[src/hdl/bsp_regs.svh]
// constants for the boost solenoid pwm output stage
`ifndef BSP_REGS_SVH
`define BSP_REGS_SVH
// -------------------------------------------------------------
// timing
// -------------------------------------------------------------
`define BSP_CLK_MHZ 200
`define BSP_PERIOD_US_DEFAULT 33000
`define BSP_TICK_NS_NORMAL 1000
`define BSP_TICK_NS_SCALED 625
`define BSP_CLK_NS 5
// -------------------------------------------------------------
// duty format: tenths of a percent, 0..1000
// -------------------------------------------------------------
`define BSP_DUTY_FULL 10'd1000
`define BSP_CEIL_DEFAULT 10'd996
`define BSP_FLOOR_DEFAULT 10'd0
// -------------------------------------------------------------
// map shape
// -------------------------------------------------------------
`define BSP_MAP_COLS 21
`define BSP_MAP_ROWS 17
`define BSP_MAP_WORDS 357
`define BSP_RPM_MIN 16'd800
`define BSP_RPM_MAX 16'd8500
`define BSP_PIN_FIRST 3'd5
`define BSP_PIN_LAST 3'd0
`endif

[src/hdl/bsp_pkg.sv]
// types for the boost solenoid pwm output stage
package bsp_pkg;
  typedef logic [9:0] bsp_duty_t;
  typedef logic [8:0] bsp_addr_t;
  typedef enum logic [1:0] {
    BSP_PIN5,
    BSP_PIN6,
    BSP_PIN7,
    BSP_PIN8
  } bsp_pin_sel_t;
  typedef enum {
    BSP_ST_IDLE,
    BSP_ST_LOW,
    BSP_ST_HIGH
  } bsp_state_t;
endpackage

[src/hdl/bsp_top.sv]
// boost solenoid pwm output stage, top level
// -------------------------------------------------------------
// -------------------------------------------------------------
`timescale 1ns/100ps
`default_nettype none
`include "bsp_regs.svh"
module bsp_top (
  input wire logic clk_sys,
  input wire logic resetn,
  input wire logic ce,
  input wire logic [15:0] output_period_setting,
  input wire logic timebase_range_scaler,
  input wire logic [1:0] solenoid_output_select,
  input wire bsp_pkg::bsp_duty_t duty_ceiling,
  input wire bsp_pkg::bsp_duty_t duty_floor,
  input wire logic [4:0] rpm_index,
  input wire logic [4:0] load_index,
  input wire logic map_wr_en,
  input wire bsp_pkg::bsp_addr_t map_wr_addr,
  input wire bsp_pkg::bsp_duty_t map_wr_data,
  input wire bsp_pkg::bsp_duty_t duty_low_target,
  input wire bsp_pkg::bsp_duty_t duty_high_target,
  input wire logic use_target_switch,
  input wire logic target_switch_pin,
  output logic output_pin_five_oe,
  output logic output_pin_six_oe,
  output logic output_pin_seven_oe,
  output logic output_pin_eight_oe,
  output logic output_pin_five,
  output logic output_pin_six,
  output logic output_pin_seven,
  output logic output_pin_eight,
  output bsp_pkg::bsp_duty_t duty_applied,
  output logic period_start
);
  // -----------------------------------------------------------
  // helpers
  // -----------------------------------------------------------
  function automatic bsp_pkg::bsp_duty_t clamp_duty(
    input bsp_pkg::bsp_duty_t d,
    input bsp_pkg::bsp_duty_t lo,
    input bsp_pkg::bsp_duty_t hi
  );
    bsp_pkg::bsp_duty_t r;
    r = d;
    if (r > hi) begin
      r = hi;
    end
    if (r < lo) begin
      r = lo;
    end
    if (r > `BSP_DUTY_FULL) begin
      r = `BSP_DUTY_FULL;
    end
    return r;
  endfunction

  // cycles per timebase tick: 200 for 1 us, 125 for the scaled tick
  localparam logic [7:0] TICK_NORMAL =
    8'(`BSP_TICK_NS_NORMAL / `BSP_CLK_NS);
  localparam logic [7:0] TICK_SCALED =
    8'(`BSP_TICK_NS_SCALED / `BSP_CLK_NS);

  // -----------------------------------------------------------
  // switch synchroniser
  // -----------------------------------------------------------
  logic sw_meta_r;
  logic sw_sync_r;
  always_ff @(posedge clk_sys or negedge resetn) begin
    if (!resetn) begin
      sw_meta_r <= 1'b0;
      sw_sync_r <= 1'b0;
    end else if (ce) begin
      sw_meta_r <= target_switch_pin;
      sw_sync_r <= sw_meta_r;
    end
  end

  // -----------------------------------------------------------
  // power-up capture of pin, period and scaler
  // -----------------------------------------------------------
  // settings are taken once after reset release; later changes
  // need a reset, so the pin never moves under a live solenoid
  logic cfg_done_r;
  logic [15:0] period_r;
  logic scaled_r;
  logic [1:0] pin_sel_r;
  always_ff @(posedge clk_sys or negedge resetn) begin
    if (!resetn) begin
      cfg_done_r <= 1'b0;
      period_r <= 16'(`BSP_PERIOD_US_DEFAULT);
      scaled_r <= 1'b0;
      pin_sel_r <= 2'h2;
    end else if (ce && !cfg_done_r) begin
      cfg_done_r <= 1'b1;
      period_r <= output_period_setting;
      scaled_r <= timebase_range_scaler;
      pin_sel_r <= solenoid_output_select;
    end
  end

  // -----------------------------------------------------------
  // map lookup
  // -----------------------------------------------------------
  bsp_pkg::bsp_addr_t rd_addr;
  bsp_pkg::bsp_duty_t map_duty;
  logic [4:0] rpm_c;
  logic [4:0] load_c;
  always_comb begin
    rpm_c = (rpm_index > 5'(`BSP_MAP_COLS - 1)) ?
      5'(`BSP_MAP_COLS - 1) : rpm_index;
    load_c = (load_index > 5'(`BSP_MAP_ROWS - 1)) ?
      5'(`BSP_MAP_ROWS - 1) : load_index;
    rd_addr = 9'(load_c * `BSP_MAP_COLS + rpm_c);
  end

  bsp_map_mem u_map (
    .clk_sys(clk_sys),
    .ce(ce),
    .wr_en(map_wr_en),
    .wr_addr(map_wr_addr),
    .wr_data(map_wr_data),
    .rd_addr(rd_addr),
    .rd_data(map_duty)
  );

  // -----------------------------------------------------------
  // command selection and clamp
  // -----------------------------------------------------------
  bsp_pkg::bsp_duty_t cmd;
  bsp_pkg::bsp_duty_t cmd_clamped;
  always_comb begin
    if (use_target_switch) begin
      cmd = sw_sync_r ? duty_high_target : duty_low_target;
    end else begin
      cmd = map_duty;
    end
    cmd_clamped = clamp_duty(cmd, duty_floor, duty_ceiling);
  end

  // -----------------------------------------------------------
  // timebase tick
  // -----------------------------------------------------------
  logic [7:0] pre_r;
  logic tick;
  assign tick = (pre_r == 8'h00);
  always_ff @(posedge clk_sys or negedge resetn) begin
    if (!resetn) begin
      pre_r <= 8'h00;
    end else if (ce && cfg_done_r) begin
      if (tick) begin
        pre_r <= (scaled_r ? TICK_SCALED : TICK_NORMAL) - 8'h01;
      end else begin
        pre_r <= pre_r - 8'h01;
      end
    end
  end

  // -----------------------------------------------------------
  // period counter and duty latch
  // -----------------------------------------------------------
  // low time in ticks = period * duty / 1000, taken at boundary
  logic [15:0] cnt_r;
  logic [15:0] low_ticks_r;
  logic [25:0] prod;
  logic boundary;
  assign prod = 26'(period_r * cmd_clamped);
  assign boundary = tick && (cnt_r == 16'h0000);
  bsp_pkg::bsp_state_t st_r;

  always_ff @(posedge clk_sys or negedge resetn) begin
    if (!resetn) begin
      cnt_r <= 16'h0000;
    end else if (ce && cfg_done_r && tick) begin
      if (cnt_r == 16'h0000) begin
        cnt_r <= (period_r == 16'h0000) ? 16'h0000 :
          period_r - 16'h0001;
      end else begin
        cnt_r <= cnt_r - 16'h0001;
      end
    end
  end

  always_ff @(posedge clk_sys or negedge resetn) begin
    if (!resetn) begin
      low_ticks_r <= 16'h0000;
      duty_applied <= 10'h000;
    end else if (ce && cfg_done_r && boundary) begin
      low_ticks_r <= 16'(prod / 26'd1000);
      duty_applied <= cmd_clamped;
    end
  end

  always_ff @(posedge clk_sys or negedge resetn) begin
    if (!resetn) begin
      period_start <= 1'b0;
    end else if (ce) begin
      period_start <= cfg_done_r && boundary;
    end
  end

  // elapsed ticks into the period decide the phase
  logic [15:0] elapsed;
  assign elapsed = 16'(period_r - 16'h0001 - cnt_r);

  always_ff @(posedge clk_sys or negedge resetn) begin
    if (!resetn) begin
      st_r <= bsp_pkg::BSP_ST_IDLE;
    end else if (ce) begin
      case (st_r)
        bsp_pkg::BSP_ST_IDLE: begin
          if (cfg_done_r && boundary) begin
            st_r <= bsp_pkg::BSP_ST_HIGH;
          end
        end
        bsp_pkg::BSP_ST_LOW, bsp_pkg::BSP_ST_HIGH: begin
          if (elapsed < low_ticks_r) begin
            st_r <= bsp_pkg::BSP_ST_LOW;
          end else begin
            st_r <= bsp_pkg::BSP_ST_HIGH;
          end
        end
        default: begin
          st_r <= bsp_pkg::BSP_ST_IDLE;
        end
      endcase
    end
  end

  // -----------------------------------------------------------
  // pin drivers: open drain, only the selected pin ever sinks
  // -----------------------------------------------------------
  logic sink;
  assign sink = (st_r == bsp_pkg::BSP_ST_LOW);

  always_ff @(posedge clk_sys or negedge resetn) begin
    if (!resetn) begin
      output_pin_five_oe <= 1'b0;
      output_pin_six_oe <= 1'b0;
      output_pin_seven_oe <= 1'b0;
      output_pin_eight_oe <= 1'b0;
    end else if (ce) begin
      output_pin_five_oe <= sink && (pin_sel_r == 2'h0);
      output_pin_six_oe <= sink && (pin_sel_r == 2'h1);
      output_pin_seven_oe <= sink && (pin_sel_r == 2'h2);
      output_pin_eight_oe <= sink && (pin_sel_r == 2'h3);
    end
  end

  // driven level is always ground; released pin floats to 12 V
  always_ff @(posedge clk_sys or negedge resetn) begin
    if (!resetn) begin
      output_pin_five <= 1'b0;
      output_pin_six <= 1'b0;
      output_pin_seven <= 1'b0;
      output_pin_eight <= 1'b0;
    end else if (ce) begin
      output_pin_five <= 1'b0;
      output_pin_six <= 1'b0;
      output_pin_seven <= 1'b0;
      output_pin_eight <= 1'b0;
    end
  end
endmodule // bsp_top
`default_nettype wire

[src/hdl/bsp_map_mem.sv]
// duty map memory with registered read port
`timescale 1ns/100ps
`default_nettype none
`include "bsp_regs.svh"
module bsp_map_mem (
  input wire logic clk_sys,
  input wire logic ce,
  input wire logic wr_en,
  input wire bsp_pkg::bsp_addr_t wr_addr,
  input wire bsp_pkg::bsp_duty_t wr_data,
  input wire bsp_pkg::bsp_addr_t rd_addr,
  output bsp_pkg::bsp_duty_t rd_data
);
  bsp_pkg::bsp_duty_t mem [0:`BSP_MAP_WORDS-1];

  always_ff @(posedge clk_sys) begin
    if (ce && wr_en) begin
      mem[wr_addr] <= wr_data;
    end
  end

  always_ff @(posedge clk_sys) begin
    if (ce) begin
      rd_data <= mem[rd_addr];
    end
  end
endmodule // bsp_map_mem
`default_nettype wire

[config.mk]
export PLATFORM = sky130hd
export DESIGN_NAME = bsp_top
export DESIGN_NICKNAME = d
export VERILOG_FILES = /design/src/hdl/bsp_pkg.sv /design/src/hdl/bsp_top.sv /design/src/hdl/bsp_map_mem.sv
export VERILOG_INCLUDE_DIRS = /design/src /design/src/hdl
export SDC_FILE = /design/constraint.sdc
export NUM_CORES = 2
export LEC_CHECK = 0
export BUFFER_PORTS_ARGS = -buffer_cell sky130_fd_sc_hd__buf_2
export CORE_ASPECT_RATIO = 1.5
export CORE_MARGIN = 5
export CORE_UTILIZATION = 45
export DETAILED_ROUTE_END_ITERATION = 6
export HOLD_SLACK_MARGIN = 0.02
export SYNTH_ARGS = -nofsm -noshare
export SYNTH_HDL_FRONTEND = slang
export SYNTH_HIERARCHICAL = 1
export SYNTH_SLANG_ARGS = --single-unit
[constraint.sdc]
create_clock -name clk_sys -period 23.4 [get_ports clk_sys]
set_input_delay 2.34 -clock clk_sys [delete_from_list [all_inputs] [get_ports clk_sys]]
set_output_delay 2.34 -clock clk_sys [all_outputs]
set_load 0.005 [all_outputs]
Word level (Yosys, flattened, before mapping)
Memory sizes are Yosys's and may differ from the RTL's. A register that Yosys moved wholly into a read port is not among the register bits. Cells that the tools add are included.

Register bits: 109. Latch bits: 0. Memory bits (writable): 3570. ROM bits: 0. Bits of input ports: 94. Output and inout port bits: 19. Word-level logic and storage cells: 74. Memories: 1.

Add/subtract/negate cells: 6. $mul: 2. Div/mod/pow operators: 1. Magnitude comparators: 6. Eq/ne operators: 7. Shifts and indexed selects: 0. Muxes and demuxes: 16. Bitwise operators: 0. Reduce and logical (&&, ||, !) cells: 19.

Memory list: u_map.mem (words 357, width 10, rd ports 1, clocked after Yosys merged registers in 1, wr ports 1, line bsp_map_mem.sv:14) `` bsp_pkg::bsp_duty_t mem [0:`BSP_MAP_WORDS-1]; ``.

Operators by type and width (number): == test 32 x 2 -> 1 bit, second input constant (2); one-hot mux 32 bit (2 select lines) (1); two-way mux 10 bit (5); == test 32 x 1 -> 1 bit, second input constant (1); zero test 16 bit (2); zero test 32 bit (1); two-way mux 16 bit (2); two-way mux 32 bit (1); subtractor 16 x 1 -> 16 bit, second input constant (2); divider 26 x 10 -> 26 bit, second input constant (1); multiplier 16 x 10 -> 26 bit (1); < comparator 16 bit (1); two-way mux 8 bit (2); subtractor 16 bit (1); subtractor 8 x 1 -> 8 bit, second input constant (2); logical AND 1 bit (11); > comparator 10 bit (1); > comparator 10 bit, second input constant (1); > comparator 5 bit, second input constant (2); < comparator 10 bit (1); two-way mux 5 bit (2); adder 9 x 5 -> 9 bit (1); multiplier 5 x 5 -> 9 bit, second input constant (1); zero test 8 bit (1); other kinds (9) (11).

Depth between registers and ports, before layout
Word-level depth: 10. Gate-level depth with buffers: 95. Gate-level depth less buffers: 82.

Hierarchy
The synthesis kept the hierarchy.

Modules (own cells, without submodules): bsp_map_mem (instances 1, cells each 6367, area each 139099.7 um^2, seq. area each 107503.1 um^2); bsp_top (instances 1, cells each 2072, area each 16459.5 um^2, seq. area each 1984.4 um^2).

Worst setup path after synthesis
OpenSTA, ideal clock, no wires.

Kind: input to register. Start point: input use_target_switch. End point: register low_ticks_r[0]. Library setup time: 92 ps. Arrival time: 21847 ps. Setup slack: 1462 ps. Stages on the path: 89. Buffers on the path: 10. Cells stage by stage: clkbuf_1 > clkbuf_1 > nor2_1 > a21oi_1 > ha_1 > a21o_1 > a21o_1 > a21oi_1 > o211ai_1 > nand2_1 > clkbuf_1 > nand2_1 > o21ai_0 > ha_1 > a21oi_1 > nor2b_1 > o21ai_0 > nand2b_1 > [53 not listed] > a211oi_2 > nor2_1 > mux2_4 > or4b_1 > a21o_1 > a2111oi_2 > a211oi_1 > or4_1 > buf_2 > a32o_1 > nand3_2 > nand2_1 > a2111o_1 > a211o_1 > a31oi_2 > a21oi_1 > a21o_1 > o31ai_2.

Word-level cells in the longest chain between the ends: 9.

RTL lines: start, declared (line bsp_top.sv:23) `input wire logic use_target_switch,`; two-way mux 10 bit * (line bsp_top.sv:133) `if (use_target_switch) begin`; > comparator 10 bit (line bsp_top.sv:46) `if (r > hi) begin`; two-way mux 10 bit * (line bsp_top.sv:46); < comparator 10 bit (line bsp_top.sv:49) `if (r < lo) begin`; two-way mux 10 bit * (line bsp_top.sv:49); > comparator 10 bit (no source line); two-way mux 10 bit * (line bsp_top.sv:52) `` if (r > `BSP_DUTY_FULL) begin ``; multiplier 16 x 10 -> 26 bit * (line bsp_top.sv:167) `assign prod = 26'(period_r * cmd_clamped);`; divider 26 x 10 -> 26 bit * (line bsp_top.sv:189) `low_ticks_r <= 16'(prod / 26'd1000);`; end signal, assigned (line bsp_top.sv:189); end, declared (line bsp_top.sv:164) `logic [15:0] low_ticks_r;`.

Mark *: on every way between the ends. The rest lies on a longest branch, timed or not. A chain may end at the register's enable or synchronous reset.

Final worst setup path
Same ends and word-level chain as after synthesis.

==> impl_metrics.env <==
export IMPL_synth_async_reset_ratio_pct=2.159
export IMPL_fillCellCount=27698
export IMPL_place_gp_congestion=0.8627
export IMPL_syn_cell_area_um2=155600
export IMPL_hold_path_depth=2
export IMPL_cts_num_sinks=3659
export IMPL_critical_path_max_fanout=15
export IMPL_die_width_um=490.1
export IMPL_cts_h_tree_lvls=5
export IMPL_grt_use_total_pct=23.05
export IMPL_fin_setup_tns_ps=0
export IMPL_critical_path_data_arrival_time_ps=23080
export IMPL_drive_above_1_share_pct=20.92
export IMPL_finalCritPeriodShare_pct=95.05
export IMPL_clock_latency_ps=950
export IMPL_ant_nets=0
export IMPL_clock_tree_from_tritoncts="yes"
export IMPL_final_setup_violations=0
export IMPL_core_area_um2=344500
export IMPL_number_of_global_route_vias_before_repair=84625
export IMPL_global_route_overflow_total=0
export IMPL_portBuffers=108
export IMPL_design_portCount=113
export IMPL_first_iter_violations=8635
export IMPL_grt_antenna_before_repair=34
export IMPL_clock_skews_ps=66.90
export IMPL_synth_top_cells_by_area="sky130_fd_sc_hd__edfxtp_1, sky130_fd_sc_hd__mux4_2, sky130_fd_sc_hd__mux2i_1"
export IMPL_worst_case_reg_to_reg_path_depth=81
export IMPL_post_synth_top_area_cell="sky130_fd_sc_hd__edfxtp_1"
export IMPL_grt_setup_unrepaired="no"
export IMPL_cts_made_buffers=348
export IMPL_grt_pass1_wl_um=606900
export IMPL_routed_wire_length_per_instance_um=30.95
export IMPL_library_cell_with_the_highest_instance_count_after_synthesis="sky130_fd_sc_hd__edfxtp_1"
export IMPL_period_needed_ps=22240
export IMPL_worst_hold_path_type="flop to flop"
export IMPL_setup_worst_path_start_class="input pin"
export IMPL_max_cap_violations=0
export IMPL_initial_core_util_pct=45.15
export IMPL_post_synth_inst_count=8439
export IMPL_ys_types=130
export IMPL_yosysWarnings=6
export IMPL_nNetsFinal=9030
export IMPL_timing_final_hold_violations=0
export IMPL_critPathSlowestCell="sky130_fd_sc_hd__or4_1"
export IMPL_dp_slack_ps=167.2
export IMPL_grt_max_degree=153
export IMPL_first_pass_iters=5
export IMPL_ys_top_cells_by_count="sky130_fd_sc_hd__edfxtp_1, sky130_fd_sc_hd__mux4_2, sky130_fd_sc_hd__nor2_1"
export IMPL_wl_um=418000
export IMPL_multiInputGateArea_um2=42580
export IMPL_end_kind="flop"
export IMPL_clk_transition_reported_paths_ps=60
export IMPL_cts_root_buf="sky130_fd_sc_hd__clkbuf_16"
export IMPL_syn_to_final_growth_pct=10.86
export IMPL_seq_area_um2=109500
export IMPL_worstSetupPathType="input pin to flop"
export IMPL_cp_data_required_time_ps=24240
export IMPL_floorplan_rows=264
export IMPL_postSynth_topFlopCell="sky130_fd_sc_hd__edfxtp_1"
export IMPL_largest_stage_delay_on_the_critical_path_ps=710
export IMPL_worst_slew_margin_rel_pct=11.48
export IMPL_syn_avg_cell_area_um2=18.43
export IMPL_seq_area_frac_synth_pct=70.38
export IMPL_edff_count_synth=3580
export IMPL_cts_buffer_depth=4
export IMPL_synth_largest_type_area_fraction_pct=69.11
export IMPL_worst_pin_slew_ps=1322
export IMPL_critical_path_top_cell_by_count="sky130_fd_sc_hd__a21oi_1"
export IMPL_dp_hpwl_um=266200
export IMPL_setup_ws_ps=1157
export IMPL_fmaxAchievable_ghz=0.04496
export IMPL_outcome="completed"
export IMPL_die_h_um=730.1
export IMPL_route_vias_total=82329
export IMPL_drt_drc_violations_left=0
export IMPL_routed_via_density=6.097
export IMPL_synth_seq_cells=3659
export IMPL_drv_slew=0
export IMPL_floorplan_die_area_um2=357800
export IMPL_cts_repair_timing_setup_buffer_count=0
## cell type report
class	instances	share of cell area [%]
antenna	23	0.03337
multi-input combinational	4126	24.69
timing repair buffer	364	1.574
clock buffer	401	5.239
clock inverter	227	1.291
tap	4522	3.281
inverter	182	0.4048
sequential	3659	63.49
## cell usage in the layout (no fill, tap or decap), types with 73 or more instances in the layout
cell / instances
sky130_fd_sc_hd__mux2i_1: 392
sky130_fd_sc_hd__buf_4: 245
sky130_fd_sc_hd__buf_2: 97
sky130_fd_sc_hd__a21oi_1: 205
sky130_fd_sc_hd__o22ai_1: 109
sky130_fd_sc_hd__edfxtp_1: 3580
sky130_fd_sc_hd__mux4_2: 831
sky130_fd_sc_hd__o221ai_1: 115
sky130_fd_sc_hd__ha_1: 137
sky130_fd_sc_hd__dfrtp_1: 73
sky130_fd_sc_hd__fa_1: 114
sky130_fd_sc_hd__clkinv_1: 83
sky130_fd_sc_hd__inv_1: 178
sky130_fd_sc_hd__o21ai_0: 152
sky130_fd_sc_hd__nand2_1: 385
sky130_fd_sc_hd__clkbuf_16: 354
sky130_fd_sc_hd__nor2_1: 536
sky130_fd_sc_hd__nor3_1: 93
sky130_fd_sc_hd__and2_1: 104
## stage by stage
step	hold WS (ps)	area, um^2	utilization, %	cells
2_1_floorplan	442.0	155600	-	8442
3_3_place_gp	458.3	161100	46.76	12853
3_5_place_dp	464.2	161100	46.76	12853
4_1_cts	478.4	172400	50.03	13481
5_1_grt	501.3	172400	50.04	13488
6_report	472.8	172500	50.06	13504
## what timing repair did
action,in CTS,in global routing
hold buffers,0,0
setup endpoints to repair,0,2
gates resized for setup,0,10
## critical path: cells and delay by family
kind / cells / cell delay, ps
multiplexers: 5 / 1290
adder cells (fa/ha/maj): 8 / 3470
AND/OR/NAND/NOR: 17 / 3350
buffers and inverters: 8 / 1640
AO/OA/AOI/OAI: 43 / 10750
XOR/XNOR: 1 / 210
## sequential cells by signal, indices dropped and copies added (netlist names), 8 cells and up
register	count
duty_applied	10
u_map/rd_data	10
pre_r	8
period_r	16
u_map/mem	3570
cnt_r	16
low_ticks_r	16
## routing by layer
metal / vias up / GRT usage [%] / wire, um
li1: 34709 / - / -
met1: 43623 / 28.66 / 153200
met2: 3239 / 40.22 / 216100
met3: 748 / 3.397 / 28020
met4: 10 / 10.34 / 20520
met5: - / 0 / 61
## logic make-up after synthesis
| kind of cell | Yosys count | share of synthesized area [%] |
|---|---|---|
| AOI/OAI and AO/OA | 1070 | 4.956 |
| xor gates and xnor gates | 94 | 0.5437 |
| adders and majority gates | 260 | 2.638 |
| buffers and inverters | 657 | 2.409 |
| DFF | 3659 | 70.38 |
| muxes | 1261 | 14.84 |
| other | 1 | 0.002411 |
| and+or+nand+nor | 1437 | 4.224 |
## final timing paths
kind                                   start               to  slack [ps]
min in group asynchronous             resetn      period_r[4]        1370
max reg2reg                        sw_sync_r   low_ticks_r[0]        1980
max                        use_target_switch   low_ticks_r[0]        1160
min                          duty_applied[7]  duty_applied[7]         470
min reg2reg                  duty_applied[7]  duty_applied[7]         470
max in group asynchronous             resetn  low_ticks_r[13]       20950
Power is left out: the tool's default activity adds up to more than one toggle a clock period on the data nets, which glitch-free logic cannot reach.
